### src/pkg/rpf_pkg.sv
// Package holding constants, register map and types for the radio FIFO control.
package rpf_pkg;
    localparam int unsigned CLK_HZ        = 100_000_000;
    localparam int unsigned STEP_US       = 250;
    localparam int unsigned STEP_CYC      = (CLK_HZ / 1_000_000) * STEP_US;
    localparam logic [5:0]  OFF_STATUS    = 6'h01;
    localparam logic [5:0]  OFF_TX_LAYOUT = 6'h1e;
    localparam logic [5:0]  OFF_RX_LAYOUT = 6'h1f;
    localparam logic [5:0]  OFF_FLAG_SEL  = 6'h28;
    localparam logic [5:0]  OFF_RETRY     = 6'h07;
    localparam logic [5:0]  OFF_RESEND    = 6'h08;
    localparam int unsigned BIT_LAYOUT    = 6;
    localparam int unsigned BIT_TX_FLAG   = 1;
    localparam int unsigned BIT_RX_OCC    = 0;
    localparam logic        TX_FLAG_RST   = 1'b1;
    localparam logic [1:0]  SEL_RST       = 2'h0;
    localparam logic [7:0]  RETRY_RST     = 8'h00;
    localparam int unsigned MAX_BLOCKS    = 6;
    localparam logic [2:0]  BLK3          = 3'h3;
    localparam logic [2:0]  BLK6          = 3'h6;
    localparam logic [5:0]  BSZ32         = 6'h20;
    localparam logic [5:0]  BSZ16         = 6'h10;
    localparam logic [1:0]  SEL_EMPTY     = 2'h0;
    localparam logic [1:0]  SEL_FULL      = 2'h1;
    localparam logic [1:0]  SEL_NOT_EMPTY = 2'h2;
    localparam logic [1:0]  SEL_NOT_FULL  = 2'h3;
    typedef enum logic [4:0] {
        RPF_IDLE    = 5'b00001,
        RPF_AIR     = 5'b00010,
        RPF_ACK     = 5'b00100,
        RPF_WAIT    = 5'b01000,
        RPF_RESEND  = 5'b10000
    } rpf_tx_state_t;
endpackage

### src/pkg/rpf_occ_if.sv
// Interface carrying block occupancy requests and conditions.
`timescale 1ns/1ps
interface rpf_occ_if;
    logic       fill;
    logic       release_one;
    logic       flush;
    logic       six_blocks;
    logic       empty;
    logic       full;
    modport ctl (output fill, release_one, flush, six_blocks,
                 input empty, full);
    modport occ (input fill, release_one, flush, six_blocks,
                 output empty, full);
endinterface

### src/hw/rpf_occ.sv
// Per-block occupancy tracker for one FIFO.
`timescale 1ns/1ps
module rpf_occ
    import rpf_pkg::*;
#(
    parameter int unsigned NBLK = MAX_BLOCKS
) (
    // Clock and reset.
    input  wire logic clk,
    input  wire logic rst_n,
    // Occupancy port.
    rpf_occ_if.occ    o
);
    logic [NBLK-1:0] used_r;
    logic [NBLK-1:0] lim;
    logic [NBLK-1:0] wptr_r;
    logic [NBLK-1:0] rptr_r;

    // Only the first three blocks exist in the large-block layout.
    assign lim = o.six_blocks ? {NBLK{1'b1}} : NBLK'(7);

    always_ff @(posedge clk) begin
        if (!rst_n || o.flush) begin
            used_r <= '0;
            wptr_r <= NBLK'(1);
            rptr_r <= NBLK'(1);
        end else begin
            if (o.fill && !o.full) begin // RULE19
                used_r <= (used_r | wptr_r) &
                          ~((o.release_one && !o.empty) ? rptr_r : '0);
                wptr_r <= ((wptr_r << 1) & lim) == '0 ? NBLK'(1)
                          : (wptr_r << 1);
            end else if (o.release_one && !o.empty) begin
                used_r <= used_r & ~rptr_r;
            end
            if (o.release_one && !o.empty) begin
                rptr_r <= ((rptr_r << 1) & lim) == '0 ? NBLK'(1)
                          : (rptr_r << 1);
            end
        end
    end

    assign o.empty = (used_r & lim) == '0; // RULE19
    assign o.full  = (used_r & lim) == lim; // RULE19
endmodule

### src/hw/rpf_ctrl.sv
// Packet FIFO control with automatic acknowledge and resend sequencing.
//
// Behaviour
// RULE1 - Unacknowledged packet: stop listening, wait ack delay plus resend delay, resend. Code scales the resend delay by a multiple cycling 1, 2, 3.
// RULE2 - A packet received with errors gets no acknowledgement.
// RULE3 - Sender raises interrupt only after the acknowledgement arrives.
// RULE4 - New good packet: store in receive FIFO, interrupt, send acknowledgement.
// RULE5 - Repeated packet: acknowledge again but no new interrupt.
// RULE6 - Layout bit 6 per FIFO: three 32-byte or six 16-byte blocks.
// RULE7 - Data payload and acknowledge payload use separate write commands.
// RULE8 - Without resend, a transmit block frees once its data is sent.
// RULE9 - With resend, transmit data stays until acknowledged or retries end.
// RULE10 - Acknowledge payload stays until a new packet arrives on that pipe.
// RULE11 - A write longer than the block size is aborted.
// RULE12 - A write with no free block is aborted.
// RULE13 - Host writes at least one byte in every transmit write.
// RULE14 - Transmit flag bit 1 follows the chosen condition, ignores writes, resets 1.
// RULE15 - Selector: 00 empty, 01 full, 10 not empty, 11 not full.
// RULE16 - Receive occupied bit 0 is set while receive FIFO holds data.
// RULE17 - Ack wait delay is four bits of 250 us steps, zero meaning 250 us.
// RULE18 - A full receive FIFO accepts no further packets.
// RULE19 - Block occupancy and conditions update in the same cycle.
`timescale 1ns/1ps
module rpf_ctrl
    import rpf_pkg::*;
#(
    parameter int unsigned STEP = STEP_CYC
) (
    // Clock and reset.
    input  wire logic       clk,
    input  wire logic       rst_n,
    // Register port from the serial command decoder.
    input  wire logic       reg_wr,
    input  wire logic       reg_rd,
    input  wire logic [5:0] reg_addr,
    input  wire logic [7:0] reg_wdata,
    output logic      [7:0] reg_rdata,
    // Transmit FIFO write stream.
    input  wire logic       txw_start,
    input  wire logic       txw_ack_payload,
    input  wire logic       txw_retry,
    input  wire logic [2:0] txw_pipe,
    input  wire logic       txw_byte,
    input  wire logic       txw_end,
    output logic            txw_abort,
    input  wire logic       tx_flush,
    // Receive FIFO side.
    input  wire logic       rx_read_done,
    input  wire logic       rx_flush,
    // Baseband events.
    input  wire logic       bb_tx_done,
    input  wire logic       bb_ack_seen,
    input  wire logic       bb_ack_timeout,
    input  wire logic       bb_rx_pkt,
    input  wire logic       bb_rx_crc_ok,
    input  wire logic       bb_rx_repeat,
    input  wire logic [2:0] bb_rx_pipe,
    input  wire logic       bb_ack_payload_en,
    // Baseband requests and interrupt.
    output logic            bb_send_req,
    output logic            bb_send_ack,
    output logic            bb_ack_with_payload,
    output logic            rx_store,
    output logic            irq
);
    import rpf_pkg::*;

    ////////////////////////////////////////////////////////////////////////
    logic          tx_six_r;
    logic          rx_six_r;
    logic [1:0]    sel_r;
    logic [7:0]    retry_cfg_r;
    logic [3:0]    max_resend_r;
    logic [3:0]    resend_cnt_r;
    logic          tx_flag_r;
    logic          rx_occ_r;
    logic          txw_active_r;
    logic          txw_bad_r;
    logic [5:0]    txw_cnt_r;
    logic          cur_retry_r;
    logic          ack_held_r;
    logic [2:0]    ack_pipe_r;
    logic [1:0]    mult_r;
    logic [7:0]    steps_r;
    logic [31:0]   sub_r;
    rpf_tx_state_t st_r;
    rpf_tx_state_t st_nxt;

    rpf_occ_if txq ();
    rpf_occ_if rxq ();

    rpf_occ #(.NBLK(MAX_BLOCKS)) u_txq (
        .clk   (clk),
        .rst_n (rst_n),
        .o     (txq.occ)
    );
    rpf_occ #(.NBLK(MAX_BLOCKS)) u_rxq (
        .clk   (clk),
        .rst_n (rst_n),
        .o     (rxq.occ)
    );

    function automatic logic [5:0] blk_size(input logic six);
        blk_size = six ? BSZ16 : BSZ32; // RULE6
    endfunction

    function automatic logic cond_of(input logic [1:0] s,
                                     input logic e, input logic f);
        unique case (s) // RULE15
            SEL_EMPTY:     cond_of = e;
            SEL_FULL:      cond_of = f;
            SEL_NOT_EMPTY: cond_of = !e;
            SEL_NOT_FULL:  cond_of = !f;
        endcase
    endfunction

    ////////////////////////////////////////////////////////////////////////
    // Register writes.
    always_ff @(posedge clk) begin
        if (!rst_n) begin
            tx_six_r     <= 1'b0;
            rx_six_r     <= 1'b0;
            sel_r        <= SEL_RST;
            retry_cfg_r  <= RETRY_RST;
            max_resend_r <= RETRY_RST[3:0];
        end else if (reg_wr) begin
            // Layout changes take effect at once; software must flush first.
            if (reg_addr == OFF_TX_LAYOUT) begin
                tx_six_r <= reg_wdata[BIT_LAYOUT]; // RULE6
            end
            if (reg_addr == OFF_RX_LAYOUT) begin
                rx_six_r <= reg_wdata[BIT_LAYOUT]; // RULE6
            end
            if (reg_addr == OFF_FLAG_SEL) begin
                sel_r <= reg_wdata[1:0];
            end
            if (reg_addr == OFF_RETRY) begin
                retry_cfg_r <= reg_wdata;
            end
            if (reg_addr == OFF_RESEND) begin
                max_resend_r <= reg_wdata[7:4];
            end
        end
    end

    // Register reads; the status flags ignore writes.
    always_ff @(posedge clk) begin
        if (!rst_n) begin
            reg_rdata <= 8'h00;
        end else if (reg_rd) begin
            unique case (reg_addr)
                OFF_STATUS:    reg_rdata <= {6'h00, tx_flag_r, rx_occ_r};
                OFF_TX_LAYOUT: reg_rdata <= {1'b0, tx_six_r, 6'h00};
                OFF_RX_LAYOUT: reg_rdata <= {1'b0, rx_six_r, 5'h00, rx_occ_r};
                OFF_FLAG_SEL:  reg_rdata <= {6'h00, sel_r};
                OFF_RETRY:     reg_rdata <= retry_cfg_r;
                OFF_RESEND:    reg_rdata <= {max_resend_r, resend_cnt_r};
                default:       reg_rdata <= 8'h00;
            endcase
        end
    end

    // Status flags follow the occupancy conditions.
    always_ff @(posedge clk) begin
        if (!rst_n) begin
            tx_flag_r <= TX_FLAG_RST; // RULE14
            rx_occ_r  <= 1'b0;
        end else begin
            tx_flag_r <= cond_of(sel_r, txq.empty, txq.full); // RULE14
            rx_occ_r  <= !rxq.empty; // RULE16
        end
    end

    ////////////////////////////////////////////////////////////////////////
    // Transmit FIFO write stream; a block is committed only at the end.
    always_ff @(posedge clk) begin
        if (!rst_n) begin
            txw_active_r <= 1'b0;
            txw_bad_r    <= 1'b0;
            txw_cnt_r    <= 6'h00;
            txw_abort    <= 1'b0;
            cur_retry_r  <= 1'b0;
            ack_held_r   <= 1'b0;
            ack_pipe_r   <= 3'h0;
        end else begin
            txw_abort <= 1'b0;
            if (txw_start) begin
                txw_active_r <= 1'b1;
                txw_bad_r    <= txq.full; // RULE12
                txw_abort    <= txq.full; // RULE12
                txw_cnt_r    <= 6'h00;
            end else if (txw_active_r && txw_byte && !txw_bad_r) begin
                if (txw_cnt_r == blk_size(tx_six_r)) begin
                    txw_bad_r <= 1'b1; // RULE11
                    txw_abort <= 1'b1; // RULE11
                end else begin
                    txw_cnt_r <= txw_cnt_r + 6'h01;
                end
            end
            if (bb_ack_with_payload) begin
                ack_held_r <= 1'b0; // RULE10
            end
            if (txw_end) begin
                txw_active_r <= 1'b0;
                // Empty writes are the host's fault and simply dropped.
                if (!txw_bad_r && txw_cnt_r != 6'h00) begin // RULE13
                    if (txw_ack_payload) begin // RULE7
                        ack_held_r <= 1'b1;
                        ack_pipe_r <= txw_pipe;
                    end else begin
                        cur_retry_r <= txw_retry;
                    end
                end
            end
            if (tx_flush) begin
                ack_held_r <= 1'b0; // RULE10
            end
        end
    end

    ////////////////////////////////////////////////////////////////////////
    // Receive side: store, acknowledge and interrupt.
    logic rx_good;
    assign rx_good = bb_rx_pkt && bb_rx_crc_ok && !rxq.full; // RULE18

    always_ff @(posedge clk) begin
        if (!rst_n) begin
            rx_store            <= 1'b0;
            bb_send_ack         <= 1'b0;
            bb_ack_with_payload <= 1'b0;
        end else begin
            rx_store    <= rx_good && !bb_rx_repeat; // RULE4
            bb_send_ack <= rx_good; // RULE2 RULE5
            bb_ack_with_payload <= rx_good && bb_ack_payload_en
                                   && ack_held_r && bb_rx_pipe == ack_pipe_r;
        end
    end

    assign rxq.fill        = rx_good && !bb_rx_repeat; // RULE4
    assign rxq.release_one = rx_read_done;
    assign rxq.flush       = rx_flush;
    assign rxq.six_blocks  = rx_six_r;

    ////////////////////////////////////////////////////////////////////////
    // Transmit sequencing.
    logic sent_ok;
    logic give_up;
    logic timer_done;
    assign timer_done = (steps_r == 8'h00) && (sub_r == 32'h0);
    assign give_up    = bb_ack_timeout && (resend_cnt_r >= max_resend_r);
    assign sent_ok    = (st_r == RPF_ACK) && bb_ack_seen;

    always_comb begin
        st_nxt = st_r;
        unique case (st_r)
            // A held acknowledge payload is never sent as a data packet.
            RPF_IDLE:   if (!txq.empty && !txw_active_r && !ack_held_r) begin
                            st_nxt = RPF_AIR;
                        end
            RPF_AIR:    if (bb_tx_done) begin
                            st_nxt = cur_retry_r ? RPF_ACK : RPF_IDLE;
                        end
            RPF_ACK:    if (bb_ack_seen || give_up) begin
                            st_nxt = RPF_IDLE;
                        end else if (bb_ack_timeout) begin
                            st_nxt = RPF_WAIT; // RULE1
                        end
            RPF_WAIT:   if (timer_done) st_nxt = RPF_RESEND; // RULE1
            RPF_RESEND: st_nxt = RPF_AIR;
            default:    st_nxt = RPF_IDLE;
        endcase
        if (tx_flush) begin
            st_nxt = RPF_IDLE;
        end
    end

    always_ff @(posedge clk) begin
        if (!rst_n) begin
            st_r <= RPF_IDLE;
        end else begin
            st_r <= st_nxt;
        end
    end

    // Delay timer: ack wait delay plus resend delay times a multiple cycling 1, 2, 3.
    always_ff @(posedge clk) begin
        if (!rst_n) begin
            steps_r      <= 8'h00;
            sub_r        <= 32'h0;
            mult_r       <= 2'h1;
            resend_cnt_r <= 4'h0;
        end else if (st_r == RPF_ACK && bb_ack_timeout && !give_up) begin
            // Zero ack-wait still means one step; resend zero means none.
            steps_r <= 8'(retry_cfg_r[7:4]) + 8'h01 +
                       8'(retry_cfg_r[3:0]) * 8'(mult_r); // RULE17 RULE1
            sub_r   <= 32'(STEP - 1);
            mult_r  <= (mult_r == 2'h3) ? 2'h1 : mult_r + 2'h1;
            resend_cnt_r <= resend_cnt_r + 4'h1;
        end else if (st_r == RPF_WAIT && !timer_done) begin
            if (sub_r == 32'h0) begin
                sub_r   <= 32'(STEP - 1);
                steps_r <= steps_r - 8'h01;
            end else if (sub_r == 32'h1 && steps_r == 8'h01) begin
                sub_r   <= 32'h0;
                steps_r <= 8'h00;
            end else begin
                sub_r <= sub_r - 32'h1;
            end
        end else if (st_r == RPF_IDLE && st_nxt == RPF_AIR) begin
            mult_r       <= 2'h1;
            resend_cnt_r <= 4'h0;
        end
    end

    always_ff @(posedge clk) begin
        if (!rst_n) begin
            bb_send_req <= 1'b0;
            irq         <= 1'b0;
        end else begin
            bb_send_req <= (st_nxt == RPF_AIR) && (st_r != RPF_AIR);
            irq <= sent_ok || (rx_good && !bb_rx_repeat); // RULE3 RULE4 RULE5
        end
    end

    // Release a transmit block once data is sent, acknowledged or abandoned, or an acknowledge payload is sent.
    assign txq.release_one = (st_r == RPF_AIR && bb_tx_done
                              && !cur_retry_r) // RULE8
                             || sent_ok // RULE9
                             || (st_r == RPF_ACK && give_up) // RULE9
                             || bb_ack_with_payload; // RULE10
    assign txq.fill  = txw_end && txw_active_r && !txw_bad_r
                       && txw_cnt_r != 6'h00; // RULE13
    assign txq.flush = tx_flush;
    assign txq.six_blocks = tx_six_r;
endmodule

### config.mk
export PLATFORM = sky130hd
export DESIGN_NAME = rpf_ctrl
export DESIGN_NICKNAME = d
export VERILOG_FILES = /design/src/pkg/rpf_pkg.sv /design/src/pkg/rpf_occ_if.sv /design/src/hw/rpf_occ.sv /design/src/hw/rpf_ctrl.sv
export SDC_FILE = /design/constraint.sdc
export NUM_CORES = 1
export LEC_CHECK = 0
export BUFFER_PORTS_ARGS = -buffer_cell sky130_fd_sc_hd__buf_2
export CAP_MARGIN = 20
export CORE_ASPECT_RATIO = 0.8
export CORE_MARGIN = 2
export CORE_UTILIZATION = 55
export DETAILED_ROUTE_END_ITERATION = 10
export PLACE_DENSITY = 0.75
export RECOVER_POWER = 100
export SYNTH_ARGS = -nofsm -noshare
export SYNTH_HDL_FRONTEND = slang
export SYNTH_SLANG_ARGS = --single-unit
### constraint.sdc
create_clock -name clk -period 5.5 [get_ports clk]
set_input_delay 0.55 -clock clk [delete_from_list [all_inputs] [get_ports clk]]
set_output_delay 0.55 -clock clk [all_outputs]
set_load 0.05 [all_outputs]
==> reports/metrics.csv <==
metric;value;unit
status;complete, but fails checks;
violations;max-capacitance violations, max-slew violations;
hold_start;bb_rx_repeat;
min_path_type;primary input to flip-flop;
insertion_delay;0.42;ns
syn-cell-area;6540;sq um
ys_ff_latch;132;
grt_overflow_total;0;
cp-end-kind;flip-flop;
ctsHoldBuffers;0;
numCtsBuffers;17;
hold_viol;0;
crit_start;sub_r[16];
grt_max_degree;38;
reg2reg_from;sub_r[16];
drtAntennaViolNets;0;
area_delta_synth_final;14.0;%
total_power;2.31;mW
die_area;12800;sq um
synth_xor_area_share;4.29;%
avgSynthCellArea;8.32;sq um
critPathArrivalTime;3.92;ns
setup_tns;0;ns
synth-seq-area-share;40.4;%
first_pass_iters;5;
final-setup-viol-count;0;
peakVddDrop;0.220;mV
die_h;102;um
first_iter_violations;502;
ys_warn_count;0;
muxShareOfSynthArea;2.47;%
power.leakage;2.77;nW
clockBufferDepth;2;
final_nets;885;
vias;5888;
fin_util;64.5;%
drt_wl_total;15700;um
period_share;66.4;%
row_count;35;
synth_top_area_cell;dfxtp_1;
syn_nets;847;
cts.sinks;132;
cp.required;5.77;ns
synth_fa_ha_area_share;4.67;%
max_freq;274;MHz
mostFrequentLayoutCells;dfxtp_1, a21oi_1, nor2_1, nand2_1, nand3_1;
gp_congestion;0.903;
max-slew-margin-rel;-24.1;%
ctsResizeCount;0;
dieWidth;126;um
final_common_cell;dfxtp_1;
grt.total_usage;25.0;%
period_minus_slack;3.65;ns
ys.flop_type;dfxtp_1;
finalNonFillerCells;985;
power_density;310;nW/um^2
synth_edf_count;0;
clk_pin_slew;0.06;ns
cts_tree;yes;
cp_max_fo;24;
synth_compound_area_share;17.7;%
ctsHtreeMaxLevel;4;
netlist_instances;786;
synth_top_cell_area_share;40.4;%
grt_first_pass_wirelength;26200;um
placed_cells;952;
viasPerCell;5.98;
ys_top_cells_by_area;dfxtp_1, a21oi_1, nor2_1;
async_reset_ff_share;0;%
drc;0;
grt_antenna_before_repair;0;
wl_per_cell;16.0;um
maxSlewViolCount;38;
synth.distinct_cells;64;
tightest_slew;1.86;ns
hpwl;10900;um
post_cts.repair.setup_buffers;0;
port_buffers;52;
crit_path_start_kind;flip-flop;
root_buffer;clkbuf_16;
antenna_cells;0;
crit_type;flip-flop to flip-flop;
grt_pass1_vias;5420;
synth_top_family_by_area;simple AND/OR/NAND/NOR gates;
start_util;56.6;%
skew;0.00830;ns
grt_setup_unrepaired;no;
drive_gt1_share;9.80;%
io_pins;53;
synth_simple_gate_area_share;25.9;%
core_area;11600;sq um
drv_cap;2;
==> layout make-up <==
type / instances / area, sq um
Fill cell: 977 / 4110
Multi-Input combinational cell: 582 / 3580
Sequential cell: 132 / 2640
Clock buffer: 19 / 453
Timing Repair Buffer: 56 / 263
Clock inverter: 13 / 204
Tap cell: 148 / 185
Inverter: 35 / 131
==> state kept, by name, summed over array words and instances, names as in the netlist, 8 cells and up <==
register / cells
reg_rdata: 8
retry_cfg_r: 8
steps_r: 8
sub_r: 32
==> cell families (layout without fill, tap and decap cells) <==
group,Yosys count,in the layout
fa+ha+maj,22,22
buf+inv,72,123
flops,132,132
compound gates,183,183
xor+xnor,32,32
simple gates,329,329
mux,16,16
==> synth_stat cells (15+ instances only) <==
master    instances
ha_1             18
nand3_1          46
nand2_1          69
xor2_1           28
nor2_1           75
clkbuf_1         27
nand2b_1         15
dfxtp_1         132
a211oi_1         17
inv_1            35
a21oi_1          82
mux2i_1          15
nor3_1           20
nor4_1           17
o21ai_0          23
==> through the flow <==
stage / area (sq um) / setup slack [ns] / hold slack (ns)
final: 7460 / 1.85 / 0.294
after global routing: 7460 / 1.62 / 0.298
after CTS: 7510 / 2.48 / 0.289
after detailed placement: 6850 / 2.50 / 0.443
after global placement: 6850 / 2.59 / 0.431
after floorplan: 6540 / 2.98 / 0.413
==> final timing paths <==
kind,cells after the start,slack [ns],end
max,6,1.85,sub_r[26]
max reg2reg,6,1.85,sub_r[26]
min,2,0.29,rx_store
min reg2reg,1,0.45,u_txq.used_r[5]
==> power breakdown <==
group / total [mW] / internal, mW / leakage, nW / switching [mW]
Clock: 1.26 / 0.828 / 0.323 / 0.434
Sequential: 0.966 / 0.962 / 1.07 / 0.00413
Combinational: 0.0819 / 0.0239 / 1.39 / 0.0580
==> metal layers <==
metal	track usage (%)	vias to the layer above	routed length [um]	part of all wire (%)
li1	-	2901	-	-
met1	34.8	2806	7680	49
met2	39.4	161	7050	45
met3	5.07	20	807	5.1
met4	8.03	0	189	1.2
met5	0	-	0	0
==> worst max-delay path: stages (launching register included) <==
cell	delay (ns)
dfxtp_1	0.34
or4_1	0.67
or2_0	0.44
a2111oi_0	0.90
nand2_1	0.30
nand3_1	0.71
nor2_1	0.13
(Power assumes the default switching activity.)
